<file path="src/rtl/periph_dma_defines.svh">
// timing, selection and reset constants of the peripheral dma and suspend logic
`ifndef PERIPH_DMA_DEFINES_SVH
`define PERIPH_DMA_DEFINES_SVH
`define PD_CLK_KHZ 20000
`define PD_IDLE_US 3000
`define PD_CLKOFF_US 2000
`define PD_MINSUSP_US 5000
`define PD_KDRIVE_US 10000
`define PD_US_TO_CYC(us) (((us) * `PD_CLK_KHZ + 999) / 1000)
`define PD_WORD_BYTES 16'h0002
`define PD_EPSEL_FIRST 4'h2
`define PD_CNT_RST 16'h0000
`endif

</file>
<file path="src/rtl/periph_dma_pkg.sv">
// state types of the peripheral dma and suspend logic
package periph_dma_pkg;
  typedef enum logic [1:0] {XS_IDLE, XS_RUN, XS_DONE} xfer_state_e;
  typedef enum logic [2:0] {SS_ACTIVE, SS_ARMED, SS_ENTER, SS_SUSP, SS_KDRIVE} susp_state_e;
endpackage

</file>
<file path="src/rtl/word_stream_if.sv">
// valid/ready word stream between the controller and its buffer
`timescale 1ns/10ps
interface word_stream_if #(parameter int W = 17);
  logic         valid;
  logic         ready;
  logic [W-1:0] data;
  modport src (output valid, output data, input ready);
  modport snk (input valid, input data, output ready);
endinterface

</file>
<file path="src/rtl/word_buffer.sv">
// small first-in first-out word buffer with valid/ready on both sides
`timescale 1ns/10ps
module word_buffer #(
  parameter int W     = 17,
  parameter int DEPTH = 2
) (
  input  wire logic  core_clk_in,
  input  wire logic  rst_n_in,
  input  wire logic  clk_en_in,
  input  wire logic  flush_in,
  word_stream_if.snk fill,
  word_stream_if.src drain
);
  localparam int AW = $clog2(DEPTH);
  logic [W-1:0]  mem_r [DEPTH];
  logic [AW-1:0] wr_r;
  logic [AW-1:0] rd_r;
  logic [AW:0]   cnt_r;
  logic          push;
  logic          pop;
  if (DEPTH < 2 || (DEPTH & (DEPTH - 1)) != 0)
  begin : g_bad_depth
    $error("word_buffer depth must be a power of two of at least two");
  end
  assign push        = fill.valid && fill.ready;
  assign pop         = drain.valid && drain.ready;
  assign fill.ready  = (cnt_r != (AW + 1)'(DEPTH));
  assign drain.valid = (cnt_r != '0);
  assign drain.data  = mem_r[rd_r];
  for (genvar i = 0; i < DEPTH; i++)
  begin : g_entry
    always_ff @(posedge core_clk_in)
      if (clk_en_in && push && wr_r == AW'(i))
        mem_r[i] <= fill.data;
  end
  always_ff @(posedge core_clk_in or negedge rst_n_in)
    if (!rst_n_in)
    begin
      wr_r  <= '0;
      rd_r  <= '0;
      cnt_r <= '0;
    end
    else if (clk_en_in)
    begin
      if (flush_in)
      begin
        wr_r  <= '0;
        rd_r  <= '0;
        cnt_r <= '0;
      end
      else
      begin
        wr_r  <= wr_r + AW'(push);
        rd_r  <= rd_r + AW'(pop);
        cnt_r <= cnt_r + (AW + 1)'(push) - (AW + 1)'(pop);
      end
    end
endmodule

</file>
<file path="src/rtl/down_timer.sv">
// loadable down counter that flags when it has run out
`timescale 1ns/10ps
module down_timer #(
  parameter int unsigned MAXC = 200000
) (
  input  wire logic                      core_clk_in,
  input  wire logic                      rst_n_in,
  input  wire logic                      clk_en_in,
  input  wire logic                      load_in,
  input  wire logic [$clog2(MAXC+1)-1:0] value_in,
  output logic                           done_out
);
  localparam int CW = $clog2(MAXC + 1);
  logic [CW-1:0] cnt_r;
  if (MAXC < 1)
  begin : g_bad_max
    $error("down_timer needs a count of at least one");
  end
  assign done_out = (cnt_r == '0);
  // reset to the full count so nothing reads as expired straight after reset
  always_ff @(posedge core_clk_in or negedge rst_n_in)
    if (!rst_n_in)
      cnt_r <= CW'(MAXC);
    else if (clk_en_in)
    begin
      if (load_in)
        cnt_r <= value_in;
      else if (!done_out)
        cnt_r <= cnt_r - CW'(1);
    end
endmodule

</file>
<file path="src/rtl/periph_dma_eot_suspend_ctrl.sv">
// fly-by dma slave with end-of-transfer detection and usb suspend/wake control
// Operation
// - request dma while the selected endpoint has a ready packet or room
// - with acknowledge and read strobe active, drive the word onto the data bus
// - drop request after each word in single mode, after last word in burst
// - stop driving the data bus once acknowledge is removed
// - load byte counter on enable; with count termination, end at zero
// - short packet on bulk out ends dma after its last word moved
// - bulk in with short termination ends when counter hits zero mid-buffer
// - clearing the enable halts dma at once without an event
// - isochronous ends on count, end of packet or enable cleared
// - suspend is seen after 3 ms idle bus or loss of bus power
// - set suspend flag after 3 ms without frames; interrupt only if enabled
// - with clock run cleared, internal clocks stop while suspended
// - go-suspend set then cleared enters suspend, pin high, clocks off 2 ms later
// - remain suspended at least 5 ms before honouring wake events
// - wake on host k-state, low wake pin pulse, or enabled chip select
// - remote wake drives a k-state on the bus for 10 ms
// - endpoint codes 2 to 15 select endpoints 1 to 14; direction bit sets way
// - use the request/acknowledge handshake while ack-only mode is cleared
// - on wake drive pin low, set resume flag, interrupt only if enabled
// - after wake, register access is refused until the unlock command
`timescale 1ns/10ps
`include "periph_dma_defines.svh"
module periph_dma_eot_suspend_ctrl #(
  parameter int unsigned IDLE_CYC    = `PD_US_TO_CYC(`PD_IDLE_US),
  parameter int unsigned CLKOFF_CYC  = `PD_US_TO_CYC(`PD_CLKOFF_US),
  parameter int unsigned MINSUSP_CYC = `PD_US_TO_CYC(`PD_MINSUSP_US),
  parameter int unsigned KDRIVE_CYC  = `PD_US_TO_CYC(`PD_KDRIVE_US),
  parameter int          BURST_W     = 3,
  parameter int          BUF_DEPTH   = 2
) (
  input  wire logic               core_clk_in,
  input  wire logic               rst_n_in,
  input  wire logic               clk_en_in,
  input  wire logic               dma_enable_bit_in,
  input  wire logic               count_termination_enable_in,
  input  wire logic               short_packet_termination_enable_in,
  input  wire logic [3:0]         dma_endpoint_select_in,
  input  wire logic               endpoint_direction_bit_in,
  input  wire logic               iso_endpoint_in,
  input  wire logic               ack_only_mode_bit_in,
  input  wire logic               burst_mode_in,
  input  wire logic [BURST_W-1:0] burst_len_in,
  input  wire logic [15:0]        dma_byte_count_reg_in,
  input  wire logic               dma_acknowledge_in,
  input  wire logic               dma_read_strobe_in,
  input  wire logic               dma_write_strobe_in,
  input  wire logic               transfer_termination_in,
  input  wire logic [15:0]        data_in,
  output logic [15:0]             data_out,
  output logic                    data_oe_out,
  output logic                    dma_request_out,
  output logic                    eot_event_out,
  output logic [3:0]              dma_endpoint_out,
  output logic [15:0]             dma_count_left_out,
  input  wire logic               ep_packet_ready_in,
  input  wire logic               ep_rd_valid_in,
  input  wire logic [15:0]        ep_rd_data_in,
  input  wire logic               ep_rd_short_last_in,
  output logic                    ep_rd_ready_out,
  output logic                    ep_wr_valid_out,
  output logic [15:0]             ep_wr_data_out,
  input  wire logic               ep_wr_ready_in,
  input  wire logic               ep_in_partial_in,
  input  wire logic               ep_eop_in,
  input  wire logic               bus_idle_in,
  input  wire logic               sof_in,
  input  wire logic               vbus_present_in,
  input  wire logic               bus_k_state_in,
  input  wire logic               go_suspend_bit_in,
  input  wire logic               clock_run_bit_in,
  input  wire logic               chip_select_wake_enable_in,
  input  wire logic               chip_select_n_in,
  input  wire logic               suspend_wake_pin_in,
  output logic                    suspend_wake_pin_out,
  output logic                    suspend_wake_pin_oe_out,
  input  wire logic               suspend_irq_enable_in,
  input  wire logic               resume_irq_enable_in,
  input  wire logic [1:0]         irq_flag_clear_in,
  input  wire logic               unlock_device_in,
  output logic                    suspend_flag_out,
  output logic                    resume_flag_out,
  output logic                    irq_out,
  output logic                    bus_state_bit_out,
  output logic                    internal_clk_run_out,
  output logic                    drive_k_state_out,
  output logic                    register_lock_out
);
  localparam int unsigned TMAX = (KDRIVE_CYC > MINSUSP_CYC) ?
    ((KDRIVE_CYC > CLKOFF_CYC) ? KDRIVE_CYC : CLKOFF_CYC) :
    ((MINSUSP_CYC > CLKOFF_CYC) ? MINSUSP_CYC : CLKOFF_CYC);
  localparam int TW = $clog2(TMAX + 1);
  localparam int IW = $clog2(IDLE_CYC + 1);
  if (IDLE_CYC < 2 || CLKOFF_CYC < 2 || MINSUSP_CYC < 2 || KDRIVE_CYC < 2 ||
      BURST_W < 1 || BURST_W > 4)
  begin : g_bad_cfg
    $error("suspend counts must be at least two and burst width 1 to 4");
  end

  word_stream_if #(.W(17)) buf_fill ();
  word_stream_if #(.W(17)) buf_drain ();

  periph_dma_pkg::xfer_state_e xs_r;
  periph_dma_pkg::susp_state_e ss_r;
  periph_dma_pkg::susp_state_e ss_nxt;
  logic [15:0]        cnt_r;
  logic [15:0]        wr_data_r;
  logic [BURST_W-1:0] burst_r;
  logic [TW-1:0]      st_value;
  logic en_q_r, rd_q_r, wr_q_r, hold_r, susp_cond_q_r;
  logic dir_in, sel_ok, fly_by, rd_done, wr_done, word_done, cnt_hit, avail;
  logic eot_cond, idle_done, susp_cond, st_done, wake_remote, wake_any;

  assign dir_in  = endpoint_direction_bit_in;
  assign sel_ok  = (dma_endpoint_select_in >= `PD_EPSEL_FIRST);
  assign fly_by  = !ack_only_mode_bit_in;
  assign dma_endpoint_out   = sel_ok ? dma_endpoint_select_in - 4'h1 : 4'h0;
  assign dma_count_left_out = cnt_r;
  // a word is complete when its strobe falls after being seen with acknowledge
  assign rd_done   = rd_q_r && !dma_read_strobe_in;
  assign wr_done   = wr_q_r && !dma_write_strobe_in;
  assign word_done = rd_done || wr_done;
  assign cnt_hit   = word_done && (cnt_r <= `PD_WORD_BYTES);

  // one buffer serves both directions; its far side follows the endpoint direction
  assign buf_fill.valid  = dir_in ? wr_done : ep_rd_valid_in && xs_r == periph_dma_pkg::XS_RUN;
  assign buf_fill.data   = dir_in ? {1'h0, wr_data_r} : {ep_rd_short_last_in, ep_rd_data_in};
  assign ep_rd_ready_out = !dir_in && buf_fill.ready && xs_r == periph_dma_pkg::XS_RUN;
  assign buf_drain.ready = dir_in ? ep_wr_ready_in : rd_done;
  assign ep_wr_valid_out = dir_in && buf_drain.valid;
  assign ep_wr_data_out  = buf_drain.data[15:0];
  assign data_out        = buf_drain.data[15:0];
  assign data_oe_out     = fly_by && dma_acknowledge_in && dma_read_strobe_in && !dir_in;

  word_buffer #(.W(17), .DEPTH(BUF_DEPTH)) u_buf (
    .core_clk_in (core_clk_in),
    .rst_n_in    (rst_n_in),
    .clk_en_in   (clk_en_in),
    .flush_in    (xs_r == periph_dma_pkg::XS_IDLE),
    .fill        (buf_fill),
    .drain       (buf_drain)
  );

  // writes only ask while a slot is free, so a stalled endpoint stops the dma side
  assign avail = dir_in ? buf_fill.ready && ep_packet_ready_in : buf_drain.valid;
  assign dma_request_out = fly_by && dma_enable_bit_in && sel_ok && avail && !hold_r &&
                           xs_r == periph_dma_pkg::XS_RUN;

  always_comb
  begin
    eot_cond = 1'h0;
    if (xs_r == periph_dma_pkg::XS_RUN && dma_enable_bit_in)
      eot_cond = (count_termination_enable_in && cnt_hit) ||
                 (short_packet_termination_enable_in && !iso_endpoint_in && !dir_in &&
                  rd_done && buf_drain.data[16]) ||
                 (short_packet_termination_enable_in && !iso_endpoint_in && dir_in &&
                  cnt_hit && ep_in_partial_in) ||
                 (iso_endpoint_in && ep_eop_in) ||
                 (transfer_termination_in && dma_acknowledge_in);
  end

  always_ff @(posedge core_clk_in or negedge rst_n_in)
    if (!rst_n_in)
    begin
      xs_r          <= periph_dma_pkg::XS_IDLE;
      en_q_r        <= 1'h0;
      eot_event_out <= 1'h0;
    end
    else if (clk_en_in)
    begin
      en_q_r        <= dma_enable_bit_in;
      eot_event_out <= eot_cond;
      case (xs_r)
        periph_dma_pkg::XS_IDLE:
          if (dma_enable_bit_in && !en_q_r)
            xs_r <= periph_dma_pkg::XS_RUN;
        periph_dma_pkg::XS_RUN:
          if (!dma_enable_bit_in)
            xs_r <= periph_dma_pkg::XS_IDLE;
          else if (eot_cond)
            xs_r <= periph_dma_pkg::XS_DONE;
        periph_dma_pkg::XS_DONE:
          if (!dma_enable_bit_in)
            xs_r <= periph_dma_pkg::XS_IDLE;
        default:
          xs_r <= periph_dma_pkg::XS_IDLE;
      endcase
    end

  // byte counter: loaded on the enable edge, two bytes per word, stops at zero
  always_ff @(posedge core_clk_in or negedge rst_n_in)
    if (!rst_n_in)
      cnt_r <= `PD_CNT_RST;
    else if (clk_en_in)
    begin
      if (dma_enable_bit_in && !en_q_r)
        cnt_r <= dma_byte_count_reg_in;
      else if (cnt_hit)
        cnt_r <= `PD_CNT_RST;
      else if (word_done)
        cnt_r <= cnt_r - `PD_WORD_BYTES;
    end

  always_ff @(posedge core_clk_in or negedge rst_n_in)
    if (!rst_n_in)
    begin
      rd_q_r    <= 1'h0;
      wr_q_r    <= 1'h0;
      wr_data_r <= 16'h0000;
    end
    else if (clk_en_in)
    begin
      rd_q_r <= fly_by && dma_acknowledge_in && dma_read_strobe_in && !dir_in &&
                buf_drain.valid;
      wr_q_r <= fly_by && dma_acknowledge_in && dma_write_strobe_in && dir_in &&
                buf_fill.ready;
      if (dma_acknowledge_in && dma_write_strobe_in)
        wr_data_r <= data_in;
    end

  // hold keeps the request low until acknowledge goes away
  always_ff @(posedge core_clk_in or negedge rst_n_in)
    if (!rst_n_in)
    begin
      hold_r  <= 1'h0;
      burst_r <= '0;
    end
    else if (clk_en_in)
    begin
      if (word_done && (!burst_mode_in || burst_r == burst_len_in || eot_cond))
        hold_r <= 1'h1;
      else if (!dma_acknowledge_in)
        hold_r <= 1'h0;
      if (!dma_acknowledge_in)
        burst_r <= '0;
      else if (word_done)
        burst_r <= burst_r + BURST_W'(1);
    end

  // suspend detection: idle bus with no frames for the full idle time, or power loss
  down_timer #(.MAXC(IDLE_CYC)) u_idle (
    .core_clk_in (core_clk_in),
    .rst_n_in    (rst_n_in),
    .clk_en_in   (clk_en_in),
    .load_in     (!bus_idle_in || sof_in),
    .value_in    (IW'(IDLE_CYC - 1)),
    .done_out    (idle_done)
  );
  assign susp_cond         = idle_done || !vbus_present_in;
  assign bus_state_bit_out = susp_cond;
  assign wake_remote = !suspend_wake_pin_in ||
                       (chip_select_wake_enable_in && !chip_select_n_in);
  assign wake_any    = wake_remote || bus_k_state_in;

  always_comb
  begin
    ss_nxt   = ss_r;
    st_value = TW'(CLKOFF_CYC - 1);
    case (ss_r)
      periph_dma_pkg::SS_ACTIVE:
        if (go_suspend_bit_in && !register_lock_out)
          ss_nxt = periph_dma_pkg::SS_ARMED;
      periph_dma_pkg::SS_ARMED:
        if (!go_suspend_bit_in)
          ss_nxt = periph_dma_pkg::SS_ENTER;
      periph_dma_pkg::SS_ENTER:
      begin
        st_value = TW'(MINSUSP_CYC - 1);
        if (st_done)
          ss_nxt = periph_dma_pkg::SS_SUSP;
      end
      periph_dma_pkg::SS_SUSP:
      begin
        st_value = TW'(KDRIVE_CYC - 1);
        if (st_done && wake_remote)
          ss_nxt = periph_dma_pkg::SS_KDRIVE;
        else if (st_done && bus_k_state_in)
          ss_nxt = periph_dma_pkg::SS_ACTIVE;
      end
      periph_dma_pkg::SS_KDRIVE:
        if (st_done)
          ss_nxt = periph_dma_pkg::SS_ACTIVE;
      default:
        ss_nxt = periph_dma_pkg::SS_ACTIVE;
    endcase
  end

  down_timer #(.MAXC(TMAX)) u_state_tmr (
    .core_clk_in (core_clk_in),
    .rst_n_in    (rst_n_in),
    .clk_en_in   (clk_en_in),
    .load_in     (ss_nxt != ss_r),
    .value_in    (st_value),
    .done_out    (st_done)
  );

  always_ff @(posedge core_clk_in or negedge rst_n_in)
    if (!rst_n_in)
      ss_r <= periph_dma_pkg::SS_ACTIVE;
    else if (clk_en_in)
      ss_r <= ss_nxt;

  // the pin is driven high while entering, then released so the wake pulse can pull it low
  assign suspend_wake_pin_out    = (ss_r == periph_dma_pkg::SS_ENTER);
  assign suspend_wake_pin_oe_out = (ss_r != periph_dma_pkg::SS_SUSP);
  assign internal_clk_run_out    = (ss_r != periph_dma_pkg::SS_SUSP) || clock_run_bit_in;
  assign drive_k_state_out       = (ss_r == periph_dma_pkg::SS_KDRIVE);
  assign irq_out = (suspend_flag_out && suspend_irq_enable_in) ||
                   (resume_flag_out && resume_irq_enable_in);

  // flags: a new event wins over a clear in the same cycle; clears refused while locked
  always_ff @(posedge core_clk_in or negedge rst_n_in)
    if (!rst_n_in)
    begin
      susp_cond_q_r     <= 1'h0;
      suspend_flag_out  <= 1'h0;
      resume_flag_out   <= 1'h0;
      register_lock_out <= 1'h0;
    end
    else if (clk_en_in)
    begin
      susp_cond_q_r <= susp_cond;
      if (susp_cond && !susp_cond_q_r)
        suspend_flag_out <= 1'h1;
      else if (irq_flag_clear_in[0] && !register_lock_out)
        suspend_flag_out <= 1'h0;
      if (ss_r == periph_dma_pkg::SS_SUSP && st_done && wake_any)
        resume_flag_out <= 1'h1;
      else if (irq_flag_clear_in[1] && !register_lock_out)
        resume_flag_out <= 1'h0;
      if (ss_r == periph_dma_pkg::SS_SUSP && st_done && wake_any)
        register_lock_out <= 1'h1;
      else if (unlock_device_in)
        register_lock_out <= 1'h0;
    end
endmodule

</file>
<file path="config.mk">
export PLATFORM = sky130hd
export DESIGN_NAME = periph_dma_eot_suspend_ctrl
export DESIGN_NICKNAME = d
export VERILOG_FILES = /design/src/rtl/periph_dma_pkg.sv /design/src/rtl/word_stream_if.sv /design/src/rtl/word_buffer.sv /design/src/rtl/down_timer.sv /design/src/rtl/periph_dma_eot_suspend_ctrl.sv
export VERILOG_INCLUDE_DIRS = /design/src /design/src/rtl
export SDC_FILE = /design/constraint.sdc
export NUM_CORES = 1
export LEC_CHECK = 0
export ABC_AREA = 1
export BUFFER_PORTS_ARGS = -buffer_cell sky130_fd_sc_hd__buf_2
export CELL_PAD_IN_SITES_DETAIL_PLACEMENT = 1
export CELL_PAD_IN_SITES_GLOBAL_PLACEMENT = 2
export CORE_MARGIN = 3
export CORE_UTILIZATION = 28
export CTS_CLUSTER_SIZE = 25
export DETAILED_ROUTE_END_ITERATION = 10
export GPL_TIMING_DRIVEN = 0
export PLACE_DENSITY = 0.84
export SKIP_LAST_GASP = 1
export SYNTH_ARGS = -nofsm -noshare
export SYNTH_HDL_FRONTEND = slang
export SYNTH_SLANG_ARGS = --single-unit
</file>
<file path="constraint.sdc">
create_clock -name core_clk_in -period 2 [get_ports core_clk_in]
set_input_delay 0.3 -clock core_clk_in [delete_from_list [all_inputs] [get_ports core_clk_in]]
set_output_delay 0.3 -clock core_clk_in [all_outputs]
set_load 0.01 [all_outputs]
</file>
==> impl_metrics.ini <==
[run_status]
status = finished, violations left
failed_checks = negative setup slack

[power_and_ir_drop]
p_per_area_nw_per_um2 = 1170
pwr-share-clk_pct = 28.9
combPwrFrac_pct = 37.7
p_leak_nw = 4.41
switching_share_pct = 38.3
p_sw_mw = 4.14
intPower_mw = 6.67
pwr-share-seq_pct = 33.3
max-vdd-ir-drop_uv = 453

[global_routing]
gr-total-overflow = 0
antenna_found_initial = 0
grt_max_degree = 55
grt_pass1_vias = 6702
groute.usage.overall_pct = 16.5
grt_pass1_wl_mm = 34.4

[sta]
clock.fmax_mhz = 487
drv_slew = 0
tns_ps = -482
fin_skew_ps = 10.3
rsz0062_at_grt = true
hold_viol_final = 0
maxSlewHeadroom_pct = 49.2
worst_pin_slew_ps = 762
min_period_ps = 2050
finalSetupViolations = 16
fin_crit_sh_pct = 103
fin_ws_ps = -53.2

[route]
ant_nets = 0
vias_per_cell = 4.65
drc = 0
vias = 6343
first_iter_violations = 254
dr.pass1.iters = 5
drt_wl_total_mm = 21.7
wl_per_cell_um = 15.9

[synthesis]
ys_seq_area_share_pct = 47.8
yosysTopAreaCell = dfrtp_1
avgSynthCellArea_um2 = 8.21
async_reset_ff_share_pct = 71.9
yosys-top-cells-count = nand2_1 (246), nor2_1 (81), dfrtp_1 (74), inv_1 (69), nand3_1 (44)
yosysMostFrequentCell = nand2_1
synth.area.top_cells = dfrtp_1 (28%), edfxtp_1 (15%), nand2_1 (14%)
yosys_warnings = 0
synth_cells = 820
synth_flop_cell = dfrtp_1
ys_ff_latch = 121
syn_nets = 917
yosysTopAreaCellShare_pct = 27.5
netlist_area_um2 = 6730
synth_cell_types = 48
synth_edf_count = 34

[finish]
nFillCells = 2837
multiInputGateArea_um2 = 3300
fin_util_pct = 39.2
diodes = 0
nets = 1129
regArea_um2 = 3220
drive_above_1_share_pct = 36.4
synthToLayoutAreaGrowth_pct = 37.2

[clock_tree]
h-tree-depth = 4
clk_pin_slew_ps = 60
clock_sinks = 121
root_buffer = clkbuf_16
cts_buffer_depth = 2
clkLatencyLatePin_ps = 420
cts_tree = done
cts-buffers-inserted = 17

[place]
gp_congestion = 0.780
place.port_buffers = 153
dp_hpwl_mm = 15.4

[worst_setup_path]
critPathKind = flip-flop to flip-flop
r2r_slack_ps = -50
crit_path_top_delay_cell = dfrtp_1
crit_arrival_ps = 2360
max_stage_delay_ps = 410
critPathMaxFanout = 7
reg2reg_depth = 14
crit_path_end_kind = flip-flop
critPathTopFamily = simple AND/OR/NAND/NOR gates
reg2reg_from = u_state_tmr.cnt_r[1]
reg2reg_to = u_state_tmr.cnt_r[4]
startpoint_type = flip-flop
crit_chain = inv_2, ha_4, nand2_4, nor2_4, nand3_4, o21ai_4, nand2_2, nand2_2, nand2_4, nand3_4, nand2_8, buf_8, nand2_1, o21ai_2
crit_required_ps = 2300
critPathBufInv = 2

[min_path]
hp-class = primary input to flip-flop
holdPathStages = 2
whs_endpoint = wr_data_r[11]
min_from = data_in[11]

[floorplan]
start_util_pct = 28.6
fp.dieH_um = 161
die_x_um = 161
pin_count = 155
dieArea_um2 = 25900
rows = 56
coreArea_um2 = 23500

[flow_run]
drv_cap = 0
-- worst reg2reg max path, stage by stage, from the launching register on --
cell	delay, ps
dfrtp_1	410
inv_2	110
ha_4	160
nand2_4	70
nor2_4	120
nand3_4	150
o21ai_4	200
nand2_2	90
nand2_2	80
nand2_4	70
nand3_4	90
nand2_8	110
buf_8	170
nand2_1	70
o21ai_2	50
-- power groups by stage --
stage | registers [mW] | clock network, mW | logic (mW)
detailed placement | 3.59 | 0 | 3.40
global route | 3.68 | 3.32 | 4.54
global placement | 3.58 | 0 | 3.29
CTS | 3.58 | 3.19 | 3.79
floorplan | 3.52 | 0 | 2.26
finish | 3.60 | 3.13 | 4.08
-- stage by stage --
step	worst slack [ps]	cell area (um^2)	cells	hold WS, ps	total power, mW
after floorplan	-127	6730	820	4.41	5.78
after global placement	-382	7900	1292	460	6.87
after detailed placement	-414	7920	1293	427	6.98
after CTS	-21.6	8920	1353	91.2	10.6
after global routing	-167	9230	1364	92.2	11.5
final	-53.2	9230	1364	105	10.8
-- layer usage --
metal / global-route usage [%] / share of wire (%)
met1: 20.4 / 44
met2: 29.0 / 50
met3: 3.57 / 3.8
met4: 4.89 / 2.2
met5: 0 / 0
-- kinds of logic (layout without fill, tap and decap cells) --
family | after synthesis | after routing | synth area share, %
compound gates | 104 | 104 | 9.13
xor+xnor | 35 | 35 | 4.56
fa+ha+maj | 8 | 8 | 1.49
buf+inv | 112 | 337 | 7.51
flops | 121 | 121 | 47.8
mux | 16 | 16 | 2.68
simple gates | 424 | 424 | 26.9
-- worst max path at each step --
| stage | from | endpoint | slack [ps] | depth (start not counted) |
|---|---|---|---|---|
| 4_1_cts | u_state_tmr.cnt_r[1] | u_state_tmr.cnt_r[0] | -20 | 13 |
| 5_1_grt | u_state_tmr.cnt_r[1] | u_state_tmr.cnt_r[13] | -170 | 14 |
| 3_5_place_dp | endpoint_direction_bit_in | u_buf.mem_r[1][11] | -410 | 6 |
| 6_report | u_state_tmr.cnt_r[1] | u_state_tmr.cnt_r[4] | -50 | 14 |
| 2_1_floorplan | u_buf.cnt_r[1] | u_buf.mem_r[1][0] | -130 | 7 |
| 3_3_place_gp | endpoint_direction_bit_in | u_buf.mem_r[1][11] | -380 | 6 |
-- what timing repair did --
item                                    4_1_cts  5_1_grt
hold buffers                                  1        0
endpoints found under the hold margin        46        0
cloned                                        1        1
setup buffers                                28       12
endpoints found under the setup margin      119       86
resized for setup                            44       63
pin swaps                                    11       20
-- flip-flops by register name (all words and copies together), names as in the netlist, 2 cells and up --
register            cells
wr_data_r              16
u_state_tmr.cnt_r      18
dma_count_left_out     16
burst_r                 3
u_buf.cnt_r             2
ss_r                    3
u_buf.mem_r            34
u_idle.cnt_r           16
xs_r                    2
-- placed cells by master, fill, tap and decap left out, drive strengths merged, types with 3 or more instances in the layout --
master | synthesis | routed
nor3 | 18 | 18
or2 | 5 | 5
nor2 | 84 | 84
dfrtp | 74 | 74
ha | 8 | 8
a22oi | 11 | 11
o21ai | 51 | 51
clkbuf | 13 | 30
nand3b | 3 | 3
nand4 | 5 | 5
a31oi | 4 | 4
buf | 23 | 215
mux2 | 16 | 16
a21oi | 26 | 26
nor4 | 7 | 7
dfstp | 13 | 13
nand3 | 47 | 47
xor2 | 24 | 24
nand2 | 254 | 254
xnor2 | 11 | 11
edfxtp | 34 | 34
clkinv | 3 | 9
inv | 73 | 78
-- layout make-up --
class	instances	area share (%)
multi-input cells	587	35.8
flip-flops and latches	121	34.9
repair buffers	195	12.9
clock buffers	17	4.61
well taps	319	4.32
inverters	76	3.20
plain buffers	34	2.47
clock inverters	15	1.82
No activity file was read; power rests on OpenSTA's default activity.
